==> src/shg_map.svh <==
// Constants for the statistics host bus glue.
// Assumes one 50 MHz ref_clk and a synchronous active-low reset.
// Operation
// - Chip select never precedes valid read/write
// - Host strobes follow its chip select
// - Two tri-state halves form data transceiver
// - Frame valid qualified by transmit ready
// - Host holds writes four wait states
// - Host holds reads five wait states
// - Wait count ends cycles, ready unused
// - One command collects counters, then interrupt
// - Up to sixteen repeater controllers supported
// - System clock is reference divided by two
// - Write select inside the write pulse
// - Qualified valid only with valid and ready
// - Direction signal steers register data buffer
`ifndef SHG_MAP_SVH
`define SHG_MAP_SVH
`define SHG_WRITE_WAITS 4'h4
`define SHG_READ_WAITS 4'h5
`define SHG_WR_SELECT_SPAN (`SHG_WRITE_WAITS - 4'h2)
`define SHG_RD_SELECT_SPAN (`SHG_READ_WAITS - 4'h2)
`define SHG_MAX_CTRL 5'h10
`define SHG_CTRL_IDX_W 4
`define SHG_COUNTERS_PER_CTRL 8'h0C
`define SHG_REF_MHZ 50
`define SHG_SYS_MHZ 25
`define SHG_CLK_DIV (`SHG_REF_MHZ / `SHG_SYS_MHZ)
`endif

==> src/shg_pkg.sv <==
// Types shared by both ends of the statistics host bus glue.
// Assumes shg_map.svh is on the include path.
package shg_pkg;
  typedef enum {SHG_IDLE, SHG_ACCESS, SHG_HOLD, SHG_END} shg_host_state_t;
  typedef enum {SHG_COLLECT_IDLE, SHG_COLLECT_RUN, SHG_COLLECT_DONE} shg_collect_state_t;
endpackage

==> src/shg_bus_if.sv <==
// Interface joining the host bus end and the glue end.
// Assumes a single clock shared by both ends.
interface shg_bus_if;
  logic select_n;
  logic write_n;
  logic read_n;
  logic [7:0] wdata;
  logic [7:0] rdata;
  logic stats_irq;
  modport host (output select_n, output write_n, output read_n, output wdata, input rdata, input stats_irq);
  modport glue (input select_n, input write_n, input read_n, input wdata, output rdata, output stats_irq);
endinterface

==> src/shg_glue.sv <==
// Glue end: conditions select and read/write for the statistics chip,
// builds the register data transceiver and qualifies the frame valid.
// Assumes host strobes are synchronous to ref_clk.
`include "shg_map.svh"

module shg_glue
  import shg_pkg::*;
(
  input wire logic ref_clk,
  input wire logic rst_b,
  shg_bus_if.glue bus,
  input wire logic reg_dir,
  input wire logic rdio_in,
  output logic rdio_out,
  output logic rdio_oe,
  output logic rdio_to_chip,
  output logic rdio_to_chip_oe,
  input wire logic mgmt_frame_valid_n,
  input wire logic tx_ready,
  output logic qualified_frame_valid_n,
  output logic gated_read_write,
  output logic gated_stats_select_n,
  input wire logic cycle_ready_n,
  input wire logic [7:0] chip_rdata,
  output logic [7:0] chip_wdata,
  input wire logic collect_cmd,
  input wire logic [`SHG_CTRL_IDX_W-1:0] ctrl_count_m1,
  output logic [`SHG_CTRL_IDX_W-1:0] ctrl_index,
  output logic collect_busy,
  output logic sys_clk_out
);

  // ************************
  // Strobe sampling
  // ************************
  logic sel_q;
  logic wr_q;
  logic rd_q;
  logic [7:0] rdata_q;
  always_ff @(posedge ref_clk)
  begin
    if (!rst_b)
    begin
      sel_q <= 1'b0;
      wr_q <= 1'b0;
      rd_q <= 1'b0;
    end
    else
    begin
      sel_q <= ~bus.select_n;
      wr_q <= ~bus.write_n;
      rd_q <= ~bus.read_n;
    end
  end

  // ************************
  // Strobe length tracking
  // ************************
  // The host strobes reach us a cycle late, so we cannot follow their
  // rising edge. Counting how long a strobe has stood lets select be
  // freed ahead of the host's programmed end of cycle.
  logic [3:0] strobe_len;
  logic wr_open;
  logic rd_open;
  always_ff @(posedge ref_clk)
  begin
    if (!rst_b)
      strobe_len <= 4'h0;
    else if (!(sel_q && (wr_q || rd_q)))
      strobe_len <= 4'h0;
    else if (strobe_len != 4'hF)
      strobe_len <= strobe_len + 4'h1;
  end
  // Select may stand only while the strobe is well inside its count
  assign wr_open = (strobe_len < `SHG_WR_SELECT_SPAN);
  assign rd_open = (strobe_len < `SHG_RD_SELECT_SPAN);

  // ************************
  // Read/write and select conditioning
  // ************************
  // Read/write defaults high; it drops only once a write is seen, and
  // select follows one edge later so it never leads the direction line.
  // Select is freed by the strobe-length count, ahead of the host's end.
  always_ff @(posedge ref_clk)
  begin
    if (!rst_b)
      gated_read_write <= 1'b1;
    else if (sel_q && wr_q)
      gated_read_write <= 1'b0;
    else if (!(sel_q && wr_q) && gated_stats_select_n)
      gated_read_write <= 1'b1;
  end

  always_ff @(posedge ref_clk)
  begin
    if (!rst_b)
      gated_stats_select_n <= 1'b1;
    else if (sel_q && rd_q && gated_read_write && rd_open)
      gated_stats_select_n <= 1'b0;
    else if (sel_q && wr_q && !gated_read_write && !bus.write_n && wr_open)
      gated_stats_select_n <= 1'b0;
    else
      gated_stats_select_n <= 1'b1;
  end
  // Cycles end on the host wait count; the chip's ready is not looked at.
  logic unused_ready;
  assign unused_ready = cycle_ready_n;

  // ************************
  // Chip data path
  // ************************
  always_ff @(posedge ref_clk)
  begin
    if (!rst_b)
    begin
      chip_wdata <= 8'h00;
      rdata_q <= 8'h00;
    end
    else
    begin
      chip_wdata <= bus.wdata;
      // Read data is caught while the chip is selected for a read and held
      // after, because the chip lets go of its data once select rises.
      if (!gated_stats_select_n && gated_read_write)
        rdata_q <= chip_rdata;
    end
  end
  assign bus.rdata = rdata_q;

  // ************************
  // Register data transceiver
  // ************************
  // Direction high: chip drives out; low: we drive toward the chip.
  // One unregistered input pin feeds both halves; only the enables tell them apart.
  assign rdio_out = rdio_in;
  assign rdio_oe = rst_b & reg_dir;
  assign rdio_to_chip = rdio_in;
  assign rdio_to_chip_oe = rst_b & ~reg_dir;

  // ************************
  // Frame valid qualification
  // ************************
  // Framing noise outside transmit periods would otherwise be counted.
  assign qualified_frame_valid_n = mgmt_frame_valid_n | ~tx_ready;

  // ************************
  // Counter collection
  // ************************
  // Counter reads are paced one per clock; the interrupt stays up until
  // the next command so a slow processor cannot miss it.
  shg_collect_state_t state;
  logic [7:0] counter_idx;
  logic irq_q;
  always_ff @(posedge ref_clk)
  begin
    if (!rst_b)
    begin
      state <= SHG_COLLECT_IDLE;
      ctrl_index <= '0;
      counter_idx <= 8'h00;
      irq_q <= 1'b0;
    end
    else
    begin
      unique case (state)
        SHG_COLLECT_IDLE:
        begin
          if (collect_cmd)
          begin
            state <= SHG_COLLECT_RUN;
            ctrl_index <= '0;
            counter_idx <= 8'h00;
            irq_q <= 1'b0;
          end
        end
        SHG_COLLECT_RUN:
        begin
          if (counter_idx == `SHG_COUNTERS_PER_CTRL - 8'h01)
          begin
            counter_idx <= 8'h00;
            if (ctrl_index == ctrl_count_m1)
              state <= SHG_COLLECT_DONE;
            else
              ctrl_index <= ctrl_index + 1'b1;
          end
          else
            counter_idx <= counter_idx + 8'h01;
        end
        SHG_COLLECT_DONE:
        begin
          irq_q <= 1'b1;
          state <= SHG_COLLECT_IDLE;
        end
      endcase
    end
  end
  assign collect_busy = (state != SHG_COLLECT_IDLE);
  assign bus.stats_irq = irq_q;

  // ************************
  // System clock divider
  // ************************
  // Stands in for the 25 MHz system clock; toggling gives half the 50 MHz reference rate.
  always_ff @(posedge ref_clk)
  begin
    if (!rst_b)
      sys_clk_out <= 1'b0;
    else
      sys_clk_out <= ~sys_clk_out;
  end

endmodule // shg_glue

==> src/flat_wrapper.sv <==
// flat-port wrapper written by rule: the top's interface ports become plain ports
module shg_glue_flat import shg_pkg::*;
  (ref_clk, rst_b, reg_dir, rdio_in, rdio_out, rdio_oe, rdio_to_chip, rdio_to_chip_oe, mgmt_frame_valid_n, tx_ready, qualified_frame_valid_n, gated_read_write, gated_stats_select_n, cycle_ready_n, chip_rdata, chip_wdata, collect_cmd, ctrl_count_m1, ctrl_index, collect_busy, sys_clk_out, bus_select_n, bus_write_n, bus_read_n, bus_wdata, bus_rdata, bus_stats_irq);
  shg_bus_if bus_i ();
  input wire logic ref_clk;
  input wire logic rst_b;
  input wire logic reg_dir;
  input wire logic rdio_in;
  output logic rdio_out;
  output logic rdio_oe;
  output logic rdio_to_chip;
  output logic rdio_to_chip_oe;
  input wire logic mgmt_frame_valid_n;
  input wire logic tx_ready;
  output logic qualified_frame_valid_n;
  output logic gated_read_write;
  output logic gated_stats_select_n;
  input wire logic cycle_ready_n;
  input wire logic [7:0] chip_rdata;
  output logic [7:0] chip_wdata;
  input wire logic collect_cmd;
  input wire logic [`SHG_CTRL_IDX_W-1:0] ctrl_count_m1;
  output logic [`SHG_CTRL_IDX_W-1:0] ctrl_index;
  output logic collect_busy;
  output logic sys_clk_out;
  input wire logic [$bits(bus_i.select_n)-1:0] bus_select_n;
  input wire logic [$bits(bus_i.write_n)-1:0] bus_write_n;
  input wire logic [$bits(bus_i.read_n)-1:0] bus_read_n;
  input wire logic [$bits(bus_i.wdata)-1:0] bus_wdata;
  output wire logic [$bits(bus_i.rdata)-1:0] bus_rdata;
  output wire logic [$bits(bus_i.stats_irq)-1:0] bus_stats_irq;
  assign bus_i.select_n = bus_select_n;
  assign bus_i.write_n = bus_write_n;
  assign bus_i.read_n = bus_read_n;
  assign bus_i.wdata = bus_wdata;
  assign bus_rdata = bus_i.rdata;
  assign bus_stats_irq = bus_i.stats_irq;
  shg_glue u_core (.ref_clk(ref_clk), .rst_b(rst_b), .bus(bus_i), .reg_dir(reg_dir), .rdio_in(rdio_in), .rdio_out(rdio_out), .rdio_oe(rdio_oe), .rdio_to_chip(rdio_to_chip), .rdio_to_chip_oe(rdio_to_chip_oe), .mgmt_frame_valid_n(mgmt_frame_valid_n), .tx_ready(tx_ready), .qualified_frame_valid_n(qualified_frame_valid_n), .gated_read_write(gated_read_write), .gated_stats_select_n(gated_stats_select_n), .cycle_ready_n(cycle_ready_n), .chip_rdata(chip_rdata), .chip_wdata(chip_wdata), .collect_cmd(collect_cmd), .ctrl_count_m1(ctrl_count_m1), .ctrl_index(ctrl_index), .collect_busy(collect_busy), .sys_clk_out(sys_clk_out));
endmodule
==> config.mk <==
export PLATFORM = sky130hd
export DESIGN_NAME = shg_glue_flat
export DESIGN_NICKNAME = d
export VERILOG_FILES = /design/src/shg_pkg.sv /design/src/shg_bus_if.sv /design/src/shg_glue.sv /design/src/flat_wrapper.sv
export VERILOG_INCLUDE_DIRS = /design/src /design/src/src
export SDC_FILE = /design/constraint.sdc
export NUM_CORES = 1
export LEC_CHECK = 0
export BUFFER_PORTS_ARGS = -buffer_cell sky130_fd_sc_hd__buf_2
export CORE_UTILIZATION = 49
export CTS_CLUSTER_DIAMETER = 80
export DETAILED_ROUTE_END_ITERATION = 12
export MAX_ROUTING_LAYER = met4
export PLACE_DENSITY = 0.86
export SYNTH_ARGS = -nofsm -noshare
export SYNTH_HDL_FRONTEND = slang
export SYNTH_SLANG_ARGS = --single-unit
==> constraint.sdc <==
create_clock -name ref_clk -period 2 [get_ports ref_clk]
set_input_delay 0.2 -clock ref_clk [delete_from_list [all_inputs] [get_ports ref_clk]]
set_output_delay 0.2 -clock ref_clk [all_outputs]
set_load 0.05 [all_outputs]
Word-level counts from Yosys, hierarchy flattened
Cells that the tools add are included.
Widths: inputs -> output; s select.
{"block": "word_totals", "ff_bits": 71, "latchBits": 0, "ramBits": 0, "mem_bits_ro": 0, "output_inout_bits": 30, "word_cells": 78, "mem_count": 0}
{"block": "op_classes", "n_addsub": 3, "mul": 0, "n_div": 0, "n_lt_le_gt_ge": 2, "eq_ne": 9, "n_shift": 0, "mux": 17, "bitwise_logic": 9, "n_reduce_logical": 25}
{"op": "$mux 32", "n": 3}
{"op": "$pmux 32 s3", "n": 1}
{"op": "$eq 32x1->1 const B", "n": 1}
{"op": "$eq 32x2->1 const B", "n": 1}
{"op": "$logic_not 32->1", "n": 1}
{"op": "$reduce_bool 32->1", "n": 1}
{"op": "$mux 8", "n": 2}
{"op": "$pmux 8 s2", "n": 1}
{"op": "$mux 4", "n": 3}
{"op": "$logic_and 1x1->1", "n": 10}
{"op": "$add 4x1->4 const B", "n": 2}
{"op": "$add 8x1->8 const B", "n": 1}
{"op": "$eq 8x4->1 const B", "n": 1}
{"op": "$lt 4x2->1 const B", "n": 2}
{"op": "$pmux 4 s2", "n": 1}
{"op": "$not 1->1", "n": 6}
{"op": "$reduce_and 2->1", "n": 3}
{"op": "$reduce_bool 2->1", "n": 3}
{"op": "$mux 1", "n": 5}
{"op": "$eq 4x4->1", "n": 1}
{"op": "$logic_not 1->1", "n": 4}
{"op": "$ne 2x1->1 const B", "n": 2}
{"op": "$ne 2x2->1 const B", "n": 2}
{"op": "$ne 4x4->1 const B", "n": 1}
{"op": "6 further kinds", "n": 7}

Depth between registers and ports, before layout
Gate-level depths: netlist of the first run.
{"block": "logic_depth", "ltp_word": 6, "mapped_depth": 8, "mapped_depth_nobuf": 6}

Least setup slack after synthesis of the first run
No wires, ideal clock.
{"block": "synth_path", "kind": "register to register", "start": "register u_core.ctrl_index[0]", "end": "register u_core.ctrl_index[2]", "setup_ns": 0.120, "arrival_ns": 1.595, "setup_slack_ns": 0.285, "path_stages_with_launch": 5, "period_less_slack_ns": 1.715, "cell_sequence": "dfxtp_1 xnor2_1 nand4_2 and4_1 o31a_1"}
{"block": "synth_between", "elab_chain_cells": 4, "word_cells_on_any_way": 7, "classes_between": "add/sub (1); eq/ne (2); mux (3); reduce/logical (1)"}
{"element": "from (decl)", "line": "shg_glue.sv:28", "source": "output logic [`SHG_CTRL_IDX_W-1:0] ctrl_index,"}
{"element": "from (signal assigned)", "line": "shg_glue.sv:184", "source": "ctrl_index <= ctrl_index + 1'b1;"}
{"element": "$add 4x1->4", "line": "shg_glue.sv:184"}
{"element": "$mux 4", "line": "shg_glue.sv:181", "source": "if (ctrl_index == ctrl_count_m1)"}
{"element": "$mux 4", "line": "shg_glue.sv:178", "source": "if (counter_idx == `SHG_COUNTERS_PER_CTRL - 8'h01)"}
{"element": "$pmux 4 s2", "line": "shg_glue.sv:165", "source": "unique case (state)"}
Several ways; a longest one is shown, not always the timed one. The select of a mux whose other input is x is not followed.
A chain may end at the register's enable or synchronous reset.

Worst setup path after layout of the first run
{"block": "layout_path", "start": "register u_core.counter_idx[4]", "end": "register u_core.state[0]"}
{"block": "layout_between", "elab_chain_cells": 3}
{"element": "from (decl)", "line": "shg_glue.sv:152", "source": "logic [7:0] counter_idx;"}
{"element": "from (signal assigned)", "line": "shg_glue.sv:187", "source": "counter_idx <= counter_idx + 8'h01;"}
{"element": "$eq 8x4->1", "line": "shg_glue.sv:178"}
{"element": "$ne 2x1->1 (no source line)"}
{"element": "$reduce_and 3->1 (no source line)"}
{"element": "to (signal assigned)", "line": "shg_glue.sv:170", "source": "state <= SHG_COLLECT_RUN;"}
{"element": "to (signal assigned)", "line": "shg_glue.sv:182", "source": "state <= SHG_COLLECT_DONE;"}
{"element": "to (signal assigned)", "line": "shg_glue.sv:192", "source": "state <= SHG_COLLECT_IDLE;"}
{"element": "to (decl)", "line": "shg_glue.sv:151", "source": "shg_collect_state_t state;"}
No other way between the ends.

==> metrics.md, run 1 <==
| Metric | Value |
|---|---|
| Final hold violation count | 0 |
| N_diodes | 0 |
| Port Buf Inserts | 56 |
| Max cap viols | 0 |
| Cts bufs inserted | 5 |
| Hold path endpoint | u_core.rd_q |
| Met1 usage | 22.6% |
| Setup bufs post-CTS | 0 |
| Syn Area/Cell | 9.19 um2 |
| Routed Antenna Nets | 0 |
| Seq/Total Area, Yosys | 45.6% |
| Min-Delay Path Depth | 2 |
| Reg clk slew, reported paths | 0.08 ns |
| Reg-to-Reg Start | u_core.counter_idx[4] |
| Clk_lat worst skew | 0.30 ns |
| Cts hold-fix bufs | 0 |
| Vias/cell | 5.17 |
| Maximum vdd drop | 634 uV |
| Total track usage | 19.0% |
| Hold WS | 0.0367 ns |
| DIE HEIGHT | 62.6 um |
| Synth top area cells | dfxtp_1 (46%), mux2i_1 (6.1%), nor2_1 (5.2%) |
| CP required | 2.23 ns |
| #FFs+latches synth | 41 |
| Setup TNS | 0 ns |
| Met2 Use GR | 30.6% |
| Pwr/cell area | 850 nW/um2 |
| Tmin final | 1.77 ns |
| Clock Tree Buf Depth | 2 |
| Initial core utilization | 52.3% |
| Rows | 21 |
| Synth-to-Final Area Change | 26.0% |
| Share of layout cells above drive strength 1 | 31.7% |
| GRT Max-Usage Layer | met2 |
| Vias | 1578 |
| Unique masters post-synth | 42 |
| CTS tree | done |
| Hold Path Class | primary input to register |
| RSZ-0062 raised after global routing | false |
| Synth area leader | dfxtp_1 |
| PostCTS Resize Cnt | 0 |
| Initial drt markers | 40 |
| Layout Utilization | 66.0% |
| # IOs | 61 |
| Clock Sinks | 41 |
| Syn nets | 233 |
| Most common cell after layout, fill and taps aside | buf_2 |
| Final GP Congestion | 0.815 |
| Worst Setup Start Kind | register |
| Vias in the first global route | 1399 |
| Yosys warning total | 0 |
| Cell Area, Synth | 1800 um2 |
| Final setup viols | 0 |
| Pleak | 0.986 nW |
| Worst clock skew | 0.00854 ns |
| Die Area | 3920 um2 |
| Crit Path Category | register to register |
| Most frequent cells in the layout | buf_2 (56), dfxtp_1 (41), nor2_1 (25) |
| Critical path capture point type | register |
| Initial antenna violation count | 0 |
| Critical path peak fanout | 4 |
| H-tree Lvls | 2 |
| Final Slew Violations | 0 |
| Status | completed |
| Die W | 62.6 um |
| First-pass DRT Iterations | 4 |
| DRC errors left | 0 |
| Hold path startpoint | bus_read_n |
| Crit path DAT | 1.99 ns |
| Pin count of the biggest net entering global routing | 27 |
| Max-slew headroom | 72.0% |
| GR Overflow Total | 0 |
| Max Clock Freq | 566 MHz |
| Reg2Reg Depth | 4 |
| First-pass GRT wire length | 5780 um |
| Final WL | 3380 um |
| Register-to-Register Setup Slack | 0.23 ns |
| Fin nets | 295 |
| Post-DP HPWL | 2450 um |
| Cells after synthesis | 196 |
| Fin crit share | 88.3% |
| Avg WL per Cell | 11.1 um |
| Met3 Use GR | 6.39% |
| Reg2reg end | u_core.state[0] |
| Root Buffer | clkbuf_8 |
| Slew @ Worst Pin | 0.420 ns |
| Core area | 3440 um2 |
| Area share of the largest cell type after synthesis | 45.6% |
## through the flow
step | cells | area [um2] | setup WS, ns | total power (W)
floorplan | 196 | 1800 | 0.285 | 0.00116
global placement | 297 | 2160 | 0.266 | 0.00128
detailed placement | 297 | 2160 | 0.261 | 0.00129
CTS | 305 | 2270 | 0.224 | 0.00195
global route | 305 | 2270 | 0.147 | 0.00203
finish | 305 | 2270 | 0.234 | 0.00193
## cells by family after synthesis
| family | share of synthesized area [%] |
|---|---|
| multiplexers | 6.11 |
| XOR/XNOR | 4.38 |
| AO/OA/AOI/OAI | 8.68 |
| buffers and inverters | 3.75 |
| AND/OR/NAND/NOR | 27.4 |
| adder cells (fa/ha/maj) | 4.17 |
| flip-flops | 45.6 |
## routing by layer
metal / vias to the layer above / wire, um
li1: 797 / -
met1: 725 / 1580
met2: 51 / 1550
met3: 5 / 206
met4: 0 / 43
met5: - / 0
## worst max-delay path, cell delays in order, from the launching register on
cell	delay, ns
dfxtp_1	0.35
or4_4	0.54
or3_4	0.36
o31ai_2	0.25
mux2i_1	0.20
## worst max path at each step
| stage | startpoint | to | cells after the start |
|---|---|---|---|
| floorplan | u_core.ctrl_index[0] | u_core.ctrl_index[2] | 4 |
| global placement | u_core.counter_idx[4] | u_core.state[0] | 4 |
| detailed placement | u_core.counter_idx[4] | u_core.state[0] | 4 |
| CTS | u_core.counter_idx[4] | u_core.state[0] | 4 |
| global route | u_core.counter_idx[4] | u_core.counter_idx[5] | 5 |
| finish | u_core.counter_idx[4] | u_core.state[0] | 4 |
## Yosys cell counts (all sizes together)
cell	instances
nor4	2
nor2	25
and2	11
ha	6
a21oi	4
a31oi	3
dfxtp	41
o221a	1
and3b	1
inv	6
nor3	9
or2b	2
and4	1
nand4	4
nand2	17
or3	2
nand3	8
or4	2
o31a	2
a211oi	1
xnor2	9
and2b	1
buf	3
and3	2
a31o	1
nor4b	1
nor2b	2
o2111ai	1
o31ai	2
o21ai	4
o211ai	3
or2	1
mux2i	11
clkbuf	5
nand2b	2
## flip-flops by register name (all words and copies together) (netlist names)
register and count:
u_core.sel_q 1, u_core.gated_read_write 1, u_core.strobe_len 4, u_core.bus.stats_irq 1, u_core.ctrl_index 4, u_core.bus.rdata 8, u_core.wr_q 1, u_core.state 2
u_core.gated_stats_select_n 1, u_core.sys_clk_out 1, u_core.chip_wdata 8, u_core.counter_idx 8, u_core.rd_q 1
## report_power, final
group / leakage [nW] / total, W / switching, W / internal (W)
clock: 0.0554 / 0.000657 / 0.000283 / 0.000374
sequential: 0.334 / 0.000863 / 0.0000177 / 0.000845
combinational: 0.597 / 0.000410 / 0.000249 / 0.000160
## layout make-up
| class | count | area [um2] |
|---|---|---|
| clock buffer | 6 | 72.6 |
| fill | 288 | 1170 |
| clock inverter | 2 | 38.8 |
| inverter | 6 | 22.5 |
| timing repair buffer | 63 | 345 |
| multi-input combinational | 141 | 913 |
| sequential | 41 | 821 |
| tap | 46 | 57.6 |
Power figures use the tool's default switching activity.
==> run 2, diff against run 1 <==
--- a/config.mk
+++ b/config.mk
@@ -12,6 +12,7 @@
 export DETAILED_ROUTE_END_ITERATION = 12
 export MAX_ROUTING_LAYER = met4
 export PLACE_DENSITY = 0.86
+export REMOVE_ABC_BUFFERS = 1
 export SYNTH_ARGS = -nofsm -noshare
 export SYNTH_HDL_FRONTEND = slang
 export SYNTH_SLANG_ARGS = --single-unit
==> run 2 against run 1 <==
Cell count decreased by 0.33%; flip-flop and latch count did not move; first-iteration DRC count is 73% higher; sequential share of layout area shrank 0.099 points; critical path type unchanged; critical endpoint unchanged; largest power group unchanged.
==> metrics.md, run 2 (same netlist as run 1, synthesis figures left out) <==
| Metric | Value |
|---|---|
| Total power | 0.00204 W (+5.7%) |
| Initial antenna violation count | 0 (unchanged) |
| Max cap viols | 0 (unchanged) |
| RSZ-0062 raised after global routing | false |
| Core area | 3440 um2 (unchanged) |
| Final setup viols | 0 (unchanged) |
| Pwr/cell area | 896 nW/um2 (+5.4%) |
| Setup TNS | 0 ns (unchanged) |
| Setup bufs post-CTS | 0 (unchanged) |
| Worst clock skew | 0.00721 ns (-0.00132 ns) |
| Pin count of the biggest net entering global routing | 27 (unchanged) |
| Total track usage | 20.9% (+1.8 points) |
| Cts hold-fix bufs | 0 (unchanged) |
| Die W | 62.6 um (unchanged) |
| Reg-to-Reg Start | u_core.counter_idx[4] |
| Critical path capture point type | register |
| Place WS | 0.243 ns (-0.0178 ns) |
| Vias | 1557 (-1.3%) |
| Maximum vdd drop | 511 uV (-19%) |
| Initial core utilization | 52.3% (unchanged) |
| Routed Antenna Nets | 0 (unchanged) |
| Die Area | 3920 um2 (unchanged) |
| Most frequent cells in the layout | buf_2 (56), dfxtp_1 (41), nor2_1 (25) |
| Tmin final | 1.78 ns (+0.00870 ns) |
| Root Buffer | clkbuf_8 |
| H-tree Lvls | 2 (unchanged) |
| Final Slew Violations | 0 (unchanged) |
| Clock Tree Buf Depth | 2 (unchanged) |
| GR Overflow Total | 0 (unchanged) |
| Share of layout cells above drive strength 1 | 31.8% (+0.12 points) |
| Max-slew headroom | 73.1% (+1.2 points) |
| Hold path startpoint | bus_select_n |
| Reg clk slew, reported paths | 0.08 ns (about the same) |
| Register-to-Register Setup Slack | 0.22 ns (about the same) |
| Status | completed |
| Fin crit share | 88.8% (+0.43 points) |
| Reg2reg end | u_core.state[0] |
| Max Clock Freq | 563 MHz (-0.49%) |
| Final hold violation count | 0 (unchanged) |
| Slew @ Worst Pin | 0.403 ns (-0.0174 ns) |
| DRC errors left | 0 (unchanged) |
| Post-DP HPWL | 2520 um (+3.2%) |
| First-pass GRT wire length | 6270 um (+8.5%) |
| Vias/cell | 5.12 (-1.0%) |
| Final GP Congestion | 0.783 (-4.0%) |
| Crit path DAT | 2.00 ns (about the same) |
| Slack of the critical path | 0.225 ns (-0.00870 ns) |
| PostCTS Resize Cnt | 0 (unchanged) |
| Synth-to-Final Area Change | 26.4% |
| Pleak | 0.990 nW (+0.40%) |
| Hold WS | 0.0469 ns (+0.0103 ns) |
| Crit Path Category | register to register |
| Reg2Reg Depth | 4 (unchanged) |
| CTS tree | done |
| Hold Path Class | primary input to register |
| Critical path peak fanout | 4 (unchanged) |
| N_diodes | 0 (unchanged) |
| First-pass DRT Iterations | 4 (unchanged) |
| Worst Setup Start Kind | register |
| # IOs | 61 (unchanged) |
| Fin nets | 294 (-0.34%) |
| # fillers | 308 (+6.9%) |
| Cts bufs inserted | 5 (unchanged) |
| Clock Sinks | 41 (unchanged) |
| CP required | 2.23 ns (about the same) |
| Min-Delay Path Depth | 2 (unchanged) |
| Hold path endpoint | u_core.sel_q |
| DIE HEIGHT | 62.6 um (unchanged) |
| Vias in the first global route | 1439 (+2.9%) |
| Most common cell after layout, fill and taps aside | buf_2 |
| Final WL | 3570 um (+5.7%) |
| Initial drt markers | 69 (+73%) |
| Clk_lat worst skew | 0.29 ns (about the same) |
| Port Buf Inserts | 56 (unchanged) |
| Avg WL per Cell | 11.8 um (+6.1%) |
| Rows | 21 (unchanged) |
==> run 2: how the worst max path moves through the flow <==
stage / from / to / slack (ns)
after global routing: u_core.counter_idx[0] / u_core.counter_idx[5] / 0.14
after floorplan: u_core.state[0] / u_core.counter_idx[5] / 0.26
after global placement: u_core.counter_idx[4] / u_core.state[0] / 0.27
final: u_core.counter_idx[4] / u_core.state[0] / 0.22
after CTS: u_core.counter_idx[4] / u_core.state[0] / 0.22
after detailed placement: u_core.counter_idx[4] / u_core.state[0] / 0.24
==> run 2: routing by layer <==
| layer | vias to the layer above | track usage [%] | share of wire, % |
|---|---|---|---|
| met1 | 714 | 22.5 | 42 |
| met2 | 36 | 35.2 | 51 |
| met5 | - | - | 0 |
| met4 | 0 | 9.88 | 2.5 |
| met3 | 9 | 5.84 | 4.5 |
| li1 | 798 | - | - |
==> run 2: through the flow <==
stage	util, %	std cells	instance area [um2]
6_report	66.2	304	2280
5_1_grt	66.2	304	2280
4_1_cts	66.2	304	2280
3_5_place_dp	62.2	296	2140
3_3_place_gp	62.2	296	2140
2_1_floorplan	-	188	1760
==> run 2: layout make-up <==
cell class	count	area [um2]	share of cell area, %
multi-input combinational	141	913	40.1
sequential	41	821	36.0
timing repair buffer	62	325	14.3
clock buffer	5	68.8	3.02
clock inverter	3	68.8	3.02
tap	46	57.6	2.53
inverter	6	22.5	0.989
==> run 2: worst max-delay path: stages, from the launching register on <==
cell and delay [ns]:
dfxtp_1 0.35, or4_4 0.54, or3_4 0.36, o31ai_2 0.26, mux2i_1 0.20
==> run 2: power breakdown <==
| group | internal, W | leakage, nW | total [W] | switching [W] |
|---|---|---|---|---|
| logic | 0.000140 | 0.587 | 0.000382 | 0.000242 |
| registers | 0.000845 | 0.334 | 0.000863 | 0.0000175 |
| clock network | 0.000502 | 0.0687 | 0.000795 | 0.000292 |
| total | 0.00149 | 0.990 | 0.00204 | 0.000552 |
